===== config.mk =====
export PLATFORM = sky130hd
export DESIGN_NAME = gpib_camac_bridge_control
export DESIGN_NICKNAME = d
export VERILOG_FILES = /design/src/hw/gpib_bridge_pkg.sv /design/src/hw/gpib_camac_bridge_control.sv
export SDC_FILE = /design/constraint.sdc
export NUM_CORES = 1
export LEC_CHECK = 0
export BUFFER_PORTS_ARGS = -buffer_cell sky130_fd_sc_hd__buf_4
export CAP_MARGIN = 20
export CORE_ASPECT_RATIO = 1.1
export CORE_UTILIZATION = 49
export DETAILED_ROUTE_END_ITERATION = 10
export PLACE_DENSITY = 0.77
export SYNTH_ARGS = -nofsm -noshare
export SYNTH_HDL_FRONTEND = slang
export SYNTH_SLANG_ARGS = --single-unit

===== constraint.sdc =====
create_clock -name ref_clk_i -period 4.3 [get_ports ref_clk_i]
set_clock_uncertainty 0.1 [all_clocks]
set_input_delay 0.86 -clock ref_clk_i [delete_from_list [all_inputs] [get_ports ref_clk_i]]
set_output_delay 0.86 -clock ref_clk_i [all_outputs]
set_load 0.02 [all_outputs]

===== src/hw/gpib_bridge_pkg.sv =====
package gpib_bridge_pkg;

    typedef enum logic [1:0] {ST_IDLE, ST_TALK, ST_LISTEN, ST_SPOLL} bus_state_t;
    typedef enum logic [2:0] {CY_IDLE, CY_LEAD, CY_S1, CY_GAP, CY_S2, CY_TAIL} cyc_phase_t;
    typedef enum logic [2:0] {
        LS_FIRST, LS_ADDR, LS_STATION, LS_W_LO, LS_W_MID, LS_W_HI, LS_DONE
    } lseq_t;

    // Interface commands (low seven data bits, ATN true)
    localparam logic [6:0] CMD_UNL = 7'h3F;
    localparam logic [6:0] CMD_UNT = 7'h5F;
    localparam logic [6:0] CMD_SPE = 7'h18;
    localparam logic [6:0] CMD_SPD = 7'h19;
    localparam logic [1:0] GRP_LISTEN = 2'h1;
    localparam logic [1:0] GRP_TALK = 2'h2;

    // First listen byte class, taken from data bits 5 and 6
    localparam logic [1:0] CLS_SETUP = 2'h0;
    localparam logic [1:0] CLS_GLOBAL = 2'h1;

    // Setup byte fields
    localparam int SET_NB_LSB = 0;
    localparam int SET_BLOCK_BIT = 2;
    localparam int SET_SRQ_LSB = 3;
    // Global byte fields
    localparam int GLB_C_BIT = 0;
    localparam int GLB_Z_BIT = 1;
    localparam int GLB_I_BIT = 2;
    // Status byte fields
    localparam int SB_X_BIT = 0;
    localparam int SB_Q_BIT = 1;
    localparam int SB_SRQ_BIT = 6;
    localparam logic [1:0] MAX_BYTES = 2'h3;

    // APB register byte offsets
    localparam logic [11:0] OFF_CFG = 12'h000;
    localparam logic [11:0] OFF_STATUS = 12'h004;
    localparam logic [11:0] OFF_CMD = 12'h008;
    localparam logic [11:0] OFF_RDATA = 12'h00C;
    localparam logic [11:0] OFF_WDATA = 12'h010;

    // Dataway and talker timing
    localparam int CLK_PERIOD_PS = 5000;
    localparam int LEAD_NS = 500;
    localparam int STROBE_NS = 250;
    localparam int GAP_NS = 125;
    localparam int DAV_DLY_NS = 200;
    localparam int CNT_W = 7;
    localparam logic [CNT_W-1:0] LEAD_CYC =
        CNT_W'((LEAD_NS * 1000 + CLK_PERIOD_PS - 1) / CLK_PERIOD_PS);
    localparam logic [CNT_W-1:0] STROBE_CYC =
        CNT_W'((STROBE_NS * 1000 + CLK_PERIOD_PS - 1) / CLK_PERIOD_PS);
    localparam logic [CNT_W-1:0] GAP_CYC =
        CNT_W'((GAP_NS * 1000 + CLK_PERIOD_PS - 1) / CLK_PERIOD_PS);
    localparam logic [CNT_W-1:0] DAV_DLY_CYC =
        CNT_W'((DAV_DLY_NS * 1000 + CLK_PERIOD_PS - 1) / CLK_PERIOD_PS);
    localparam logic [CNT_W-1:0] CNT_ONE = 7'h01;

    typedef struct packed {
        bus_state_t st;
        logic sp_talk;
        logic acc_hold;
        lseq_t lseq;
        logic [4:0] fn;
        logic [3:0] sa;
        logic [4:0] stn;
        logic [23:0] wd;
        logic gc;
        logic gz;
        logic gi;
        logic [1:0] nb_code;
        logic blk;
        logic [1:0] srq_cond;
        logic srq;
        cyc_phase_t ph;
        logic [CNT_W-1:0] cnt;
        logic [23:0] rd;
        logic xr;
        logic qr;
        logic rd_valid;
        logic dav;
        logic [CNT_W-1:0] dly;
        logic [1:0] bidx;
        logic src_done;
        logic [7:0] dout;
        logic eoi;
        logic [4:0] own_addr;
        logic [31:0] prdata;
    } core_t;

endpackage : gpib_bridge_pkg


===== src/hw/gpib_camac_bridge_control.sv =====
`timescale 1ns/100ps
module gpib_camac_bridge_control
    import gpib_bridge_pkg::*;
(
    input wire logic ref_clk_i,
    input wire logic rst_i,
    input wire logic ce_i,
    input wire logic ifc_i,
    input wire logic atn_i,
    input wire logic [7:0] dio_i,
    output logic [7:0] dio_o,
    output logic dio_oe_n_o,
    input wire logic dav_i,
    output logic dav_o,
    input wire logic rfd_i,
    output logic rfd_o,
    input wire logic dac_i,
    output logic dac_o,
    output logic eoi_o,
    output logic srq_o,
    output logic busy_o,
    output logic drv_en_o,
    output logic s1_o,
    output logic s2_o,
    output logic [4:0] f_o,
    output logic [3:0] a_o,
    output logic [4:0] n_o,
    output logic [23:0] w_o,
    output logic c_o,
    output logic z_o,
    output logic i_o,
    input wire logic [23:0] r_i,
    input wire logic x_i,
    input wire logic q_i,
    input wire logic psel_i,
    input wire logic penable_i,
    input wire logic pwrite_i,
    input wire logic [11:0] paddr_i,
    input wire logic [31:0] pwdata_i,
    output logic [31:0] prdata_o,
    output logic pready_o,
    output logic pslverr_o
);

    core_t s_ff;
    core_t nxt_s;
    logic acc_en;
    logic take;
    logic cmd_take;
    logic [6:0] cmd;
    logic is_mta;
    logic is_mla;
    logic talk_act;

    function automatic logic own_cmd(input logic [6:0] c, input logic [1:0] grp,
                                     input logic [4:0] addr);
        own_cmd = (c[6:5] == grp) && (c[4:0] == addr);
    endfunction : own_cmd

    function automatic logic [1:0] data_bytes(input logic [1:0] code);
        data_bytes = MAX_BYTES - code;
    endfunction : data_bytes

    function automatic logic [7:0] read_byte(input logic [23:0] d, input logic [1:0] idx);
        read_byte = d[{3'h0, idx} * 5'h08 +: 8];
    endfunction : read_byte

    function automatic logic [7:0] xq_byte(input logic x, input logic q);
        xq_byte = 8'h00;
        xq_byte[SB_X_BIT] = x;
        xq_byte[SB_Q_BIT] = q;
    endfunction : xq_byte

    assign cmd = dio_i[6:0];
    assign acc_en = atn_i || (s_ff.st == ST_LISTEN);
    assign take = acc_en && !s_ff.acc_hold && dav_i;
    assign cmd_take = take && atn_i;
    assign is_mta = own_cmd(cmd, GRP_TALK, s_ff.own_addr);
    assign is_mla = own_cmd(cmd, GRP_LISTEN, s_ff.own_addr);
    assign talk_act = !atn_i &&
        ((s_ff.st == ST_TALK) || ((s_ff.st == ST_SPOLL) && s_ff.sp_talk));

    always_comb begin
        logic start;
        logic srq_set;
        logic [1:0] nb;
        logic src_ok;
        start = 1'b0;
        srq_set = 1'b0;
        nb = data_bytes(s_ff.nb_code);
        src_ok = 1'b0;
        nxt_s = s_ff;

        // Acceptor handshake
        if (take) begin
            nxt_s.acc_hold = 1'b1;
        end else if (s_ff.acc_hold && !dav_i) begin
            nxt_s.acc_hold = 1'b0;
        end

        if (cmd_take) begin
            if (cmd == CMD_SPE) begin
                nxt_s.st = ST_SPOLL;
                nxt_s.sp_talk = 1'b0;
            end else if (cmd == CMD_SPD) begin
                if (s_ff.st == ST_SPOLL) begin
                    nxt_s.st = ST_IDLE;
                end
                nxt_s.sp_talk = 1'b0;
                nxt_s.srq = 1'b0;
            end else if (is_mta) begin
                if (s_ff.st == ST_SPOLL) begin
                    nxt_s.sp_talk = 1'b1;
                    nxt_s.src_done = 1'b0;
                end else begin
                    nxt_s.st = ST_TALK;
                    nxt_s.bidx = 2'h0;
                    nxt_s.src_done = 1'b0;
                    start = 1'b1;
                end
            end else if (is_mla) begin
                nxt_s.st = ST_LISTEN;
                nxt_s.lseq = LS_FIRST;
            end else if (cmd == CMD_UNL) begin
                if (s_ff.st == ST_LISTEN) begin
                    nxt_s.st = ST_IDLE;
                end
            end else if (cmd == CMD_UNT) begin
                if (s_ff.st == ST_TALK) begin
                    nxt_s.st = ST_IDLE;
                end
                nxt_s.sp_talk = 1'b0;
            end
            // Other commands fall through untouched
        end

        // Listener bytes
        if (take && !atn_i && (s_ff.st == ST_LISTEN)) begin
            case (s_ff.lseq)
                LS_FIRST: begin
                    if (dio_i[6:5] == CLS_SETUP) begin
                        nxt_s.nb_code = dio_i[SET_NB_LSB +: 2];
                        nxt_s.blk = dio_i[SET_BLOCK_BIT];
                        nxt_s.srq_cond = dio_i[SET_SRQ_LSB +: 2];
                        nxt_s.lseq = LS_DONE;
                    end else if (dio_i[6:5] == CLS_GLOBAL) begin
                        nxt_s.gc = dio_i[GLB_C_BIT];
                        nxt_s.gz = dio_i[GLB_Z_BIT];
                        nxt_s.gi = dio_i[GLB_I_BIT];
                        nxt_s.lseq = LS_DONE;
                    end else begin
                        nxt_s.fn = dio_i[4:0];
                        nxt_s.lseq = LS_ADDR;
                    end
                end
                LS_ADDR: begin
                    nxt_s.sa = dio_i[3:0];
                    nxt_s.lseq = LS_STATION;
                end
                LS_STATION: begin
                    nxt_s.stn = dio_i[4:0];
                    nxt_s.lseq = LS_W_LO;
                end
                LS_W_LO: begin
                    nxt_s.wd[7:0] = dio_i;
                    nxt_s.lseq = LS_W_MID;
                end
                LS_W_MID: begin
                    nxt_s.wd[15:8] = dio_i;
                    nxt_s.lseq = LS_W_HI;
                end
                LS_W_HI: begin
                    nxt_s.wd[23:16] = dio_i;
                    nxt_s.lseq = LS_DONE;
                end
                default: begin
                    nxt_s.lseq = LS_DONE;
                end
            endcase
        end

        // Source handshake
        src_ok = talk_act && !s_ff.src_done &&
            ((s_ff.st == ST_SPOLL) || (s_ff.rd_valid && (s_ff.ph == CY_IDLE)));
        if (!talk_act) begin
            nxt_s.dav = 1'b0;
            nxt_s.dly = '0;
        end else if (!s_ff.dav) begin
            if (s_ff.st == ST_SPOLL) begin
                nxt_s.dout = xq_byte(s_ff.xr, s_ff.qr);
                nxt_s.dout[SB_SRQ_BIT] = s_ff.srq;
                nxt_s.eoi = 1'b1;
            end else if (s_ff.bidx < nb) begin
                nxt_s.dout = read_byte(s_ff.rd, s_ff.bidx);
                nxt_s.eoi = 1'b0;
            end else begin
                nxt_s.dout = xq_byte(s_ff.xr, s_ff.qr);
                nxt_s.eoi = 1'b1;
            end
            if (src_ok && rfd_i) begin
                if (s_ff.dly == DAV_DLY_CYC - CNT_ONE) begin
                    nxt_s.dav = 1'b1;
                end else begin
                    nxt_s.dly = s_ff.dly + CNT_ONE;
                end
            end else begin
                nxt_s.dly = '0;
            end
        end else if (dac_i) begin
            nxt_s.dav = 1'b0;
            nxt_s.dly = '0;
            if (s_ff.st == ST_SPOLL) begin
                nxt_s.src_done = 1'b1;
                nxt_s.srq = 1'b0;
            end else if (s_ff.bidx < nb) begin
                if ((s_ff.bidx == nb - 2'h1) && s_ff.blk) begin
                    nxt_s.bidx = 2'h0;
                    start = 1'b1;
                end else begin
                    nxt_s.bidx = s_ff.bidx + 2'h1;
                end
            end else begin
                nxt_s.src_done = 1'b1;
            end
        end

        // Dataway cycle sequencer
        case (s_ff.ph)
            CY_IDLE: begin
                if (start) begin
                    nxt_s.ph = CY_LEAD;
                    nxt_s.cnt = '0;
                    nxt_s.rd_valid = 1'b0;
                end
            end
            CY_LEAD: begin
                nxt_s.cnt = s_ff.cnt + CNT_ONE;
                if (s_ff.cnt == LEAD_CYC - CNT_ONE) begin
                    nxt_s.ph = CY_S1;
                    nxt_s.cnt = '0;
                end
            end
            CY_S1: begin
                nxt_s.cnt = s_ff.cnt + CNT_ONE;
                if (s_ff.cnt == STROBE_CYC - CNT_ONE) begin
                    nxt_s.ph = CY_GAP;
                    nxt_s.cnt = '0;
                    nxt_s.rd = r_i;
                    nxt_s.xr = x_i;
                    nxt_s.qr = q_i;
                    nxt_s.rd_valid = 1'b1;
                    if (!q_i) begin
                        nxt_s.blk = 1'b0;
                    end
                    srq_set = (s_ff.srq_cond[0] && !x_i) || (s_ff.srq_cond[1] && q_i);
                end
            end
            CY_GAP: begin
                nxt_s.cnt = s_ff.cnt + CNT_ONE;
                if (s_ff.cnt == GAP_CYC - CNT_ONE) begin
                    nxt_s.ph = CY_S2;
                    nxt_s.cnt = '0;
                end
            end
            CY_S2: begin
                nxt_s.cnt = s_ff.cnt + CNT_ONE;
                if (s_ff.cnt == STROBE_CYC - CNT_ONE) begin
                    nxt_s.ph = CY_TAIL;
                    nxt_s.cnt = '0;
                end
            end
            CY_TAIL: begin
                nxt_s.cnt = s_ff.cnt + CNT_ONE;
                if (s_ff.cnt == GAP_CYC - CNT_ONE) begin
                    nxt_s.ph = CY_IDLE;
                    nxt_s.cnt = '0;
                    nxt_s.gc = 1'b0;
                    nxt_s.gz = 1'b0;
                end
            end
            default: begin
                nxt_s.ph = CY_IDLE;
            end
        endcase

        // A new request wins over an SPD or serial poll clear in the same cycle
        nxt_s.srq = nxt_s.srq | srq_set;

        // APB: read data captured in setup, write at access
        if (psel_i && !penable_i) begin
            case (paddr_i)
                OFF_CFG: nxt_s.prdata = {27'h0000000, s_ff.own_addr};
                OFF_STATUS: nxt_s.prdata = {20'h00000, s_ff.srq_cond, s_ff.nb_code,
                    s_ff.rd_valid, s_ff.qr, s_ff.xr, s_ff.srq, s_ff.blk,
                    (s_ff.ph != CY_IDLE), s_ff.st};
                OFF_CMD: nxt_s.prdata = {15'h0000, s_ff.gi, s_ff.gz, s_ff.gc,
                    s_ff.stn, s_ff.sa, s_ff.fn};
                OFF_RDATA: nxt_s.prdata = {8'h00, s_ff.rd};
                OFF_WDATA: nxt_s.prdata = {8'h00, s_ff.wd};
                default: nxt_s.prdata = 32'h00000000;
            endcase
        end
        if (psel_i && penable_i && pwrite_i && (paddr_i == OFF_CFG)) begin
            nxt_s.own_addr = pwdata_i[4:0];
        end

        if (ifc_i) begin
            nxt_s = '0;
            nxt_s.own_addr = (psel_i && penable_i && pwrite_i && (paddr_i == OFF_CFG)) ?
                pwdata_i[4:0] : s_ff.own_addr;
            nxt_s.prdata = nxt_s.prdata | s_ff.prdata;
        end
    end

    always_ff @(posedge ref_clk_i or posedge rst_i) begin
        if (rst_i) begin
            s_ff <= '0;
        end else if (ce_i) begin
            s_ff <= nxt_s;
        end
    end

    assign rfd_o = acc_en && !s_ff.acc_hold;
    assign dac_o = s_ff.acc_hold;
    assign dio_o = s_ff.dout;
    assign dio_oe_n_o = !talk_act;
    assign dav_o = s_ff.dav;
    assign eoi_o = s_ff.eoi && s_ff.dav;
    assign srq_o = s_ff.srq;
    assign busy_o = (s_ff.ph != CY_IDLE);
    assign drv_en_o = busy_o;
    assign s1_o = (s_ff.ph == CY_S1);
    assign s2_o = (s_ff.ph == CY_S2);
    assign f_o = busy_o ? s_ff.fn : 5'h00;
    assign a_o = busy_o ? s_ff.sa : 4'h0;
    assign n_o = busy_o ? s_ff.stn : 5'h00;
    assign w_o = busy_o ? s_ff.wd : 24'h000000;
    assign c_o = busy_o && s_ff.gc;
    assign z_o = busy_o && s_ff.gz;
    assign i_o = busy_o && s_ff.gi;
    assign prdata_o = s_ff.prdata;
    assign pready_o = psel_i && penable_i && ce_i;
    assign pslverr_o = pready_o && (paddr_i != OFF_CFG) && (paddr_i != OFF_STATUS) &&
        (paddr_i != OFF_CMD) && (paddr_i != OFF_RDATA) && (paddr_i != OFF_WDATA);

    // Strobe width counters for checking only
    logic [CNT_W-1:0] s1_len_ff;
    logic [CNT_W-1:0] s2_len_ff;
    always_ff @(posedge ref_clk_i or posedge rst_i) begin
        if (rst_i) begin
            s1_len_ff <= '0;
            s2_len_ff <= '0;
        end else if (ce_i) begin
            s1_len_ff <= s1_o ? s1_len_ff + CNT_ONE : '0;
            s2_len_ff <= s2_o ? s2_len_ff + CNT_ONE : '0;
        end
    end
endmodule : gpib_camac_bridge_control


### Word-level counts from Yosys, hierarchy flattened

Cells that the tools add are included.

* register bits: 148
* word-level logic and storage cells: 284
* input port bits: 89

* $lt $le $gt $ge: 1
* equality and inequality tests: 53
* muxes and demuxes: 103
* $add $sub $neg: 5
* bitwise operators: 2
* shift operators: 1
* reductions and logical operators: 88

Operators with widths (count)
* $mux 148: 1
* $pmux 24 s5: 1
* $mux 3: 19
* $mux 10: 5
* $mux 49: 1
* $mux 8: 6
* $pmux 7 s6: 1
* $mux 5: 8
* $mux 37: 1
* $mux 1: 33
* $mux 32: 1
* $logic_and 1x1->1: 31
* $reduce_and 3->1: 10
* $mux 9: 3
* $mux 26: 1
* $reduce_bool 2->1: 13
* $eq 12x4->1 const B: 2
* $mux 2: 12
* $mux 24: 1
* $ne 12x4->1 const B: 2
* $shiftx 24x6->8: 1
* $eq 7x5->1 const B: 3
* $eq 7x6->1 const B: 3
* $reduce_bool 7->1: 3
* other kinds (47): 91

### Logic depth before layout (Yosys ltp)

Gate-level depths: netlist of the first run.

* depth in word-level cells: 15
* mapped depth: 9
* gate-level depth less buffers: 8

### Least setup slack after synthesis of the first run

Ideal clock, no wire load.

* path type: input-to-output
* start point: in paddr_i[10]
* end point: out pslverr_o
* required time: 3.340 ns
* setup slack: 1.109 ns
* arrival: 2.231 ns
* path buffers: 1
* stages: 5
* cell sequence: nor4_1 nand3_1 nor4b_4 clkbuf_1 nor3b_1

* word-level cells in the longest chain between the ends: 6

Ends and longest elaborated chain
* start: declaration: line gpib_camac_bridge_control.sv:38 `input wire logic [11:0] paddr_i,`
* $reduce_bool 12->1: line gpib_camac_bridge_control.sv:343 `assign pslverr_o = pready_o && (paddr_i != OFF_CFG) && (paddr_i != OFF_STATUS) &&`
* $logic_and 1x1->1 (3 in series): line gpib_camac_bridge_control.sv:343
* $logic_and 1x1->1: line gpib_camac_bridge_control.sv:344 `(paddr_i != OFF_CMD) && (paddr_i != OFF_RDATA) && (paddr_i != OFF_WDATA);`
* $logic_and 1x1->1 (*): line gpib_camac_bridge_control.sv:344
* end: declaration: line gpib_camac_bridge_control.sv:42 `output logic pslverr_o`

Mark *: on every way between the ends. The rest lies on a longest branch, timed or not.

### Final worst setup path of the first run

* start point: reg s_ff[91] (netlist bit)
* end point: out f_o[3]

* word-level cells in the longest chain between the ends: 2

Ends and longest elaborated chain
* start: declaration: line gpib_camac_bridge_control.sv:45 `core_t s_ff;`
* start signal: assignment: line gpib_camac_bridge_control.sv:319 `s_ff <= nxt_s;`
* $reduce_bool 3->1: line gpib_camac_bridge_control.sv:330 `assign busy_o = (s_ff.ph != CY_IDLE);`
* $mux 5: line gpib_camac_bridge_control.sv:334 `assign f_o = busy_o ? s_ff.fn : 5'h00;`
* end: declaration: line gpib_camac_bridge_control.sv:25 `output logic [4:0] f_o,`

No other way between the ends.

==> results of run 1 <==
## cell usage in the layout (no fill, tap or decap), types with 8 or more instances in the layout
| cell type | netlist | routed |
|---|---|---|
| inv_1 | 19 | 18 |
| mux2_2 | 46 | 46 |
| nand2_1 | 133 | 133 |
| a221oi_1 | 12 | 12 |
| conb_1 | 1 | 8 |
| and2_1 | 44 | 44 |
| a22oi_1 | 11 | 11 |
| and3_1 | 17 | 17 |
| mux2i_1 | 20 | 20 |
| buf_4 | 41 | 153 |
| o2bb2ai_1 | 8 | 8 |
| o21ai_0 | 37 | 37 |
| nand3_1 | 12 | 12 |
| o21ai_1 | 60 | 59 |
| a21oi_1 | 15 | 15 |
| dfrtp_1 | 140 | 140 |
| nor2_1 | 48 | 48 |
| clkbuf_16 | 0 | 17 |
| a22o_1 | 11 | 11 |
## worst paths after layout
path                       slack (ns)  cells past startpoint     start           to
max                              0.77                      4  s_ff[91]       f_o[3]
max reg2reg                      1.44                      6  s_ff[48]     s_ff[92]
max in group asynchronous        3.00                      3     rst_i    s_ff[126]
min                              0.28                      2     rst_i  prdata_o[4]
min reg2reg                      0.37                      1  s_ff[55]     s_ff[55]
min in group ref_clk_i           0.37                      1  s_ff[55]     s_ff[55]
## area by class of cell
cell class              count  share of cell area (%)
clock inverters            14                    1.63
inverters                  19                   0.796
multi-input cells         601                    40.5
well taps                 200                    2.65
clock buffers              18                    4.65
flip-flops and latches    140                    37.1
repair buffers            155                    12.7
## critical path, cell delays in order, from the launching register on
cell,delay [ns]
dfrtp_1,0.51
nor3_1,0.47
inv_1,0.59
and2_1,0.40
buf_4,0.16
## power breakdown
part | switching (mW) | internal [mW]
clock | 0.630 | 0.833
sequential | 0.0299 | 1.33
combinational | 0.238 | 0.125
## kinds of logic after synthesis
kind of cell | share of synthesized area (%)
buffers and inverters | 7.50
DFF | 44.5
xor gates and xnor gates | 0.969
and+or+nand+nor | 20.1
other | 0.0476
adders and majority gates | 0.953
muxes | 9.12
AOI/OAI and AO/OA | 16.8
## per-layer routing
metal,vias to the layer above,track usage [%]
met5,-,0
met4,0,10.2
met3,37,4.73
met2,258,43.8
met1,3194,36.8
li1,3139,-
## through the flow
step | hold slack (ns) | worst slack [ns] | instances | power, mW | instance area, µm²
floorplan | 0.339 | 1.11 | 851 | 1.62 | 7900
global placement | 0.361 | 0.964 | 1114 | 1.74 | 8810
detailed placement | 0.361 | 0.925 | 1114 | 1.75 | 8810
CTS | 0.282 | 0.790 | 1146 | 3.20 | 9410
global route | 0.290 | 0.647 | 1147 | 3.30 | 9440
finish | 0.278 | 0.771 | 1147 | 3.19 | 9440
## registers in the layout (all words and copies together), names as in the netlist
register / flops
dio_o: 8
dav_o: 1
prdata_o: 24
srq_o: 1
dac_o: 1
s_ff: 105
==> impl_metrics.json, run 1 <==
{
  "diodes": 0,
  "drv_cap": 0,
  "power_density_nw_per_um2": 338,
  "first_pass_iters": 8,
  "core_area_um2": 15700,
  "netlist.area_leader.share_pct": 44.5,
  "setup_viol": 0,
  "relSlewSlack_pct": 29.0,
  "m1WireLength_mm": 9.22,
  "rsz0062_at_grt": "no",
  "initial_core_util_pct": 50.2,
  "antenna_left": 0,
  "drtIter0Drc": 574,
  "utilization_pct": 60.2,
  "hold_class": "input port to asynchronous set/reset pin",
  "ir_worst_vdd_mv": 0.199,
  "crit_type": "register to primary output",
  "max_freq_mhz": 283,
  "root_buffer": "clkbuf_16",
  "cp_max_fo": 45,
  "routed.top_layer": "met4",
  "cts_buffer_depth": 2,
  "yosys_warnings": 0,
  "numCtsBuffers": 17,
  "synth_edf_count": 0,
  "std_cell_rows": 48,
  "setup-tns-final_ns": 0,
  "synth_top_area_cell": "dfrtp_1",
  "remaining_drc_errors": 0,
  "clock-sinks": 140,
  "route.met3.wl_mm": 1.39,
  "multi_input_area_um2": 3820,
  "dr_wl_met2_mm": 10.6,
  "arrival_ns": 2.57,
  "nFillCells": 1318,
  "yosys-top-cells-area": "dfrtp_1 (44%), mux2_2 (6.6%), nand2_1 (6.3%)",
  "viasPerCell": 5.78,
  "final.min_clock_period_ns": 3.53,
  "ys_ff_latch": 140,
  "grt.overflow.total": 0,
  "cts_resized": 0,
  "die_y_um": 135,
  "synth_area_um2": 7870,
  "cts_setup_buffers": 0,
  "synth.avg_cell_area_um2": 9.33,
  "synthArstFlopShare_pct": 100,
  "io-pin-count": 182,
  "hold_buffers": 0,
  "tightest_slew_ns": 1.06,
  "p_leak_nw": 4.33,
  "synth_commonest_cells": "dfrtp_1 (140), nand2_1 (133), o21ai_1 (60)",
  "synth_cell_type_count": 71,
  "final-hold-violation-count": 0,
  "endpoint_kind": "primary output",
  "postSynthCellCount": 844,
  "ys_seq_area_share_pct": 44.5,
  "htreeDepth": 4,
  "insertion_delay_ns": 0.43,
  "die_w_um": 123,
  "finalWirelength_mm": 21.6,
  "grt_pass1_vias": 6304,
  "grt_pass1_wl_mm": 34.2,
  "wl_per_cell_um": 18.8,
  "timing.final.max_slew_violations": 0,
  "numPortBuffers": 146,
  "drive_gt1_share_pct": 26.4,
  "vias": 6628,
  "grt_start_max_net_pins": 87,
  "synth_ff_type": "dfrtp_1",
  "regArea_um2": 3500,
  "min_period_over_period_pct": 82.1,
  "syn_to_final_growth_pct": 19.8,
  "outcome": "complete, no violations",
  "grt_usage_pct": 27.3,
  "dp_hpwl_mm": 15.8,
  "worstPathRequired_ns": 3.34,
  "cp-start-kind": "register",
  "fin_nets": 1029,
  "yosys.cell_count.top_type": "dfrtp_1",
  "finalWeightedCongestion": 0.862,
  "antenna_found_initial": 0,
  "tritoncts": "built",
  "clk_pin_slew_worst_paths_ns": 0.06,
  "dieArea_um2": 16600
}
No activity file was read; power rests on OpenSTA's default activity.
==> run 2, diff against run 1 <==
--- a/config.mk
+++ b/config.mk
@@ -8,9 +8,9 @@
 export BUFFER_PORTS_ARGS = -buffer_cell sky130_fd_sc_hd__buf_4
 export CAP_MARGIN = 20
 export CORE_ASPECT_RATIO = 1.1
-export CORE_UTILIZATION = 49
+export CORE_UTILIZATION = 50
 export DETAILED_ROUTE_END_ITERATION = 10
-export PLACE_DENSITY = 0.77
+export PLACE_DENSITY = 0.75
 export SYNTH_ARGS = -nofsm -noshare
 export SYNTH_HDL_FRONTEND = slang
 export SYNTH_SLANG_ARGS = --single-unit
==> constraint.sdc (replaced) <==
create_clock -name ref_clk_i -period 3.3 [get_ports ref_clk_i]
set_clock_uncertainty 0.1 [all_clocks]
set_input_delay 0.66 -clock ref_clk_i [delete_from_list [all_inputs] [get_ports ref_clk_i]]
set_output_delay 0.66 -clock ref_clk_i [all_outputs]
set_load 0.02 [all_outputs]
==> run 2 against run 1 <==
Effect of this change:
- design area increased by 0.81%
- worst hold slack got worse by 0.044 ns
- first-iteration DRC count increased by 5.9%
- sequential power increased by 31%
- non-clock buffer count increased by 9
- critical path depth increased by 1
- global-route usage increased by 1.2 points
- register-to-register slack got worse by 0.78 ns
- core utilization increased by 2.3 points
- critical path type unchanged
==> impl_metrics.json, run 2 (synthesis gave the netlist of run 1 again) <==
{
  "dp_hpwl_mm": 15.9,
  "grtUsageMet3_pct": 6.25,
  "finalWirelength_mm": 22.1,
  "grt.overflow.total": 0,
  "die_w_um": 122,
  "grt_pass1_wl_mm": 35.1,
  "grt_busiest_layer": "met2",
  "finalWeightedCongestion": 0.871,
  "ir_worst_vdd_mv": 0.287,
  "fin_nets": 1038,
  "remaining_drc_errors": 0,
  "outcome": "complete, no violations",
  "cts_setup_buffers": 0,
  "diodes": 0,
  "max_freq_mhz": 344,
  "clk_pin_slew_worst_paths_ns": 0.06,
  "nFillCells": 1297,
  "power_density_nw_per_um2": 442,
  "drv_cap": 0,
  "multi_input_area_um2": 3820,
  "syn_to_final_growth_pct": 20.8,
  "clock-sinks": 140,
  "initial_core_util_pct": 51.7,
  "tritoncts": "built",
  "io-pin-count": 182,
  "setup_ws_ns": 0.397,
  "final-hold-violation-count": 0,
  "p_sw_mw": 1.11,
  "pre_cts_ws_ns": 0.446,
  "final.min_clock_period_ns": 2.90,
  "hold_class": "input port to asynchronous set/reset pin",
  "switching_share_pct": 26.4,
  "path_cells": "nor3_1 -> inv_1 -> buf_4 -> and2_1 -> buf_4",
  "tightest_slew_ns": 0.799,
  "grt_usage_pct": 28.5,
  "die_y_um": 134,
  "crit_path_start": "s_ff[91]",
  "regArea_um2": 3500,
  "grtUsageMet1_pct": 37.2,
  "root_buffer": "clkbuf_16",
  "use_met2_pct": 45.8,
  "cp_max_fo": 45,
  "drtIter0Drc": 608,
  "numPortBuffers": 146,
  "vias": 6810,
  "p_clk_share_pct": 46.1,
  "cp-start-kind": "register",
  "slowest_stage": "dfrtp_1",
  "sequentialPowerShare_pct": 42.3,
  "grt_start_max_net_pins": 66,
  "final_cell_mix": "buf_4 (161), dfrtp_1 (140), nand2_1 (133), o21ai_1 (59), nor2_1 (48)",
  "core_area_um2": 15200,
  "antenna_left": 0,
  "rr_startpoint": "s_ff[47]",
  "endpoint_kind": "primary output",
  "wl_per_cell_um": 19.2,
  "p_int_mw": 3.09,
  "timing.final.max_slew_violations": 0,
  "regMostFlops": "s_ff",
  "first_pass_iters": 7,
  "drive_gt1_share_pct": 27.0,
  "min_period_over_period_pct": 88.0,
  "largest_register_ff_count": 105,
  "rsz0062_at_grt": "no",
  "grt_pass1_vias": 6588,
  "setup_viol": 0,
  "final_common_cell": "buf_4",
  "comb_power_share_pct": 11.6,
  "insertion_delay_ns": 0.43,
  "cts_resized": 0,
  "cp_common_cell": "buf_4",
  "p_leak_nw": 4.39,
  "relSlewSlack_pct": 46.4,
  "setup-tns-final_ns": 0,
  "worstPathRequired_ns": 2.54,
  "cts_buffer_depth": 2,
  "viasPerCell": 5.91,
  "numCtsBuffers": 17,
  "htreeDepth": 4,
  "arrival_ns": 2.14,
  "std_cell_rows": 47,
  "hold_buffers": 0,
  "crit_type": "register to primary output",
  "dieArea_um2": 16300,
  "antenna_found_initial": 1,
  "slowest_delay_ns": 0.51
}
## run 2: changes by cell type in the layout (fill, tap and decap cells not counted), moves of 2 or more
| cell | change |
|---|---|
| inv_8 | -2 |
| clkinv_2 | +2 |
| clkbuf_8 | +2 |
| clkinvlp_4 | -2 |
| buf_12 | +2 |
| buf_4 | +8 |
## run 2: worst max-delay path: cells and delay by family (launching register included)
family / cells / cell delay [ns]
buf+inv: 3 / 0.49
flops: 1 / 0.51
simple gates: 2 / 0.69
## run 2: cell type report
class / instances / area share, %
Multi-Input combinational cell: 601 / 40.1
Sequential cell: 140 / 36.8
Timing Repair Buffer: 164 / 13.3
Clock buffer: 21 / 4.95
Tap cell: 196 / 2.58
Clock inverter: 11 / 1.38
Inverter: 19 / 0.789
## run 2: power groups by stage
stage	Combinational (mW)	Clock [mW]	Sequential [mW]
CTS	0.484	1.95	1.78
global route	0.533	2.03	1.78
detailed placement	0.483	0	1.81
floorplan	0.323	0	1.79
finish	0.486	1.94	1.78
global placement	0.475	0	1.81
## run 2: stage by stage
step           util [%]  total power, mW  instance area [µm²]  hold WS (ns)  std cells
6_report           62.4             4.20                 9510         0.234       1152
5_1_grt            62.4             4.34                 9510         0.262       1152
4_1_cts            62.3             4.21                 9490         0.243       1151
3_5_place_dp       58.4             2.29                 8890         0.376       1119
3_3_place_gp       58.4             2.28                 8890         0.360       1119
2_1_floorplan         -             2.11                 7900         0.339        851
## run 2: routing by layer
| metal | wire [µm] | share of wire [%] |
|---|---|---|
| met1 | 9130 | 41 |
| met2 | 10700 | 49 |
| met3 | 1590 | 7.2 |
| met4 | 606 | 2.7 |
| met5 | 0 | 0 |
## run 2: worst paths after layout
kind,slack [ns],cells after the start,end
max,0.40,5,n_o[1]
min,0.23,3,s_ff[36]
max reg2reg,0.66,8,s_ff[92]
min reg2reg,0.39,2,prdata_o[3]
max in group asynchronous,2.45,3,dio_o[2]
min in group ref_clk_i,0.36,2,s_ff[36]
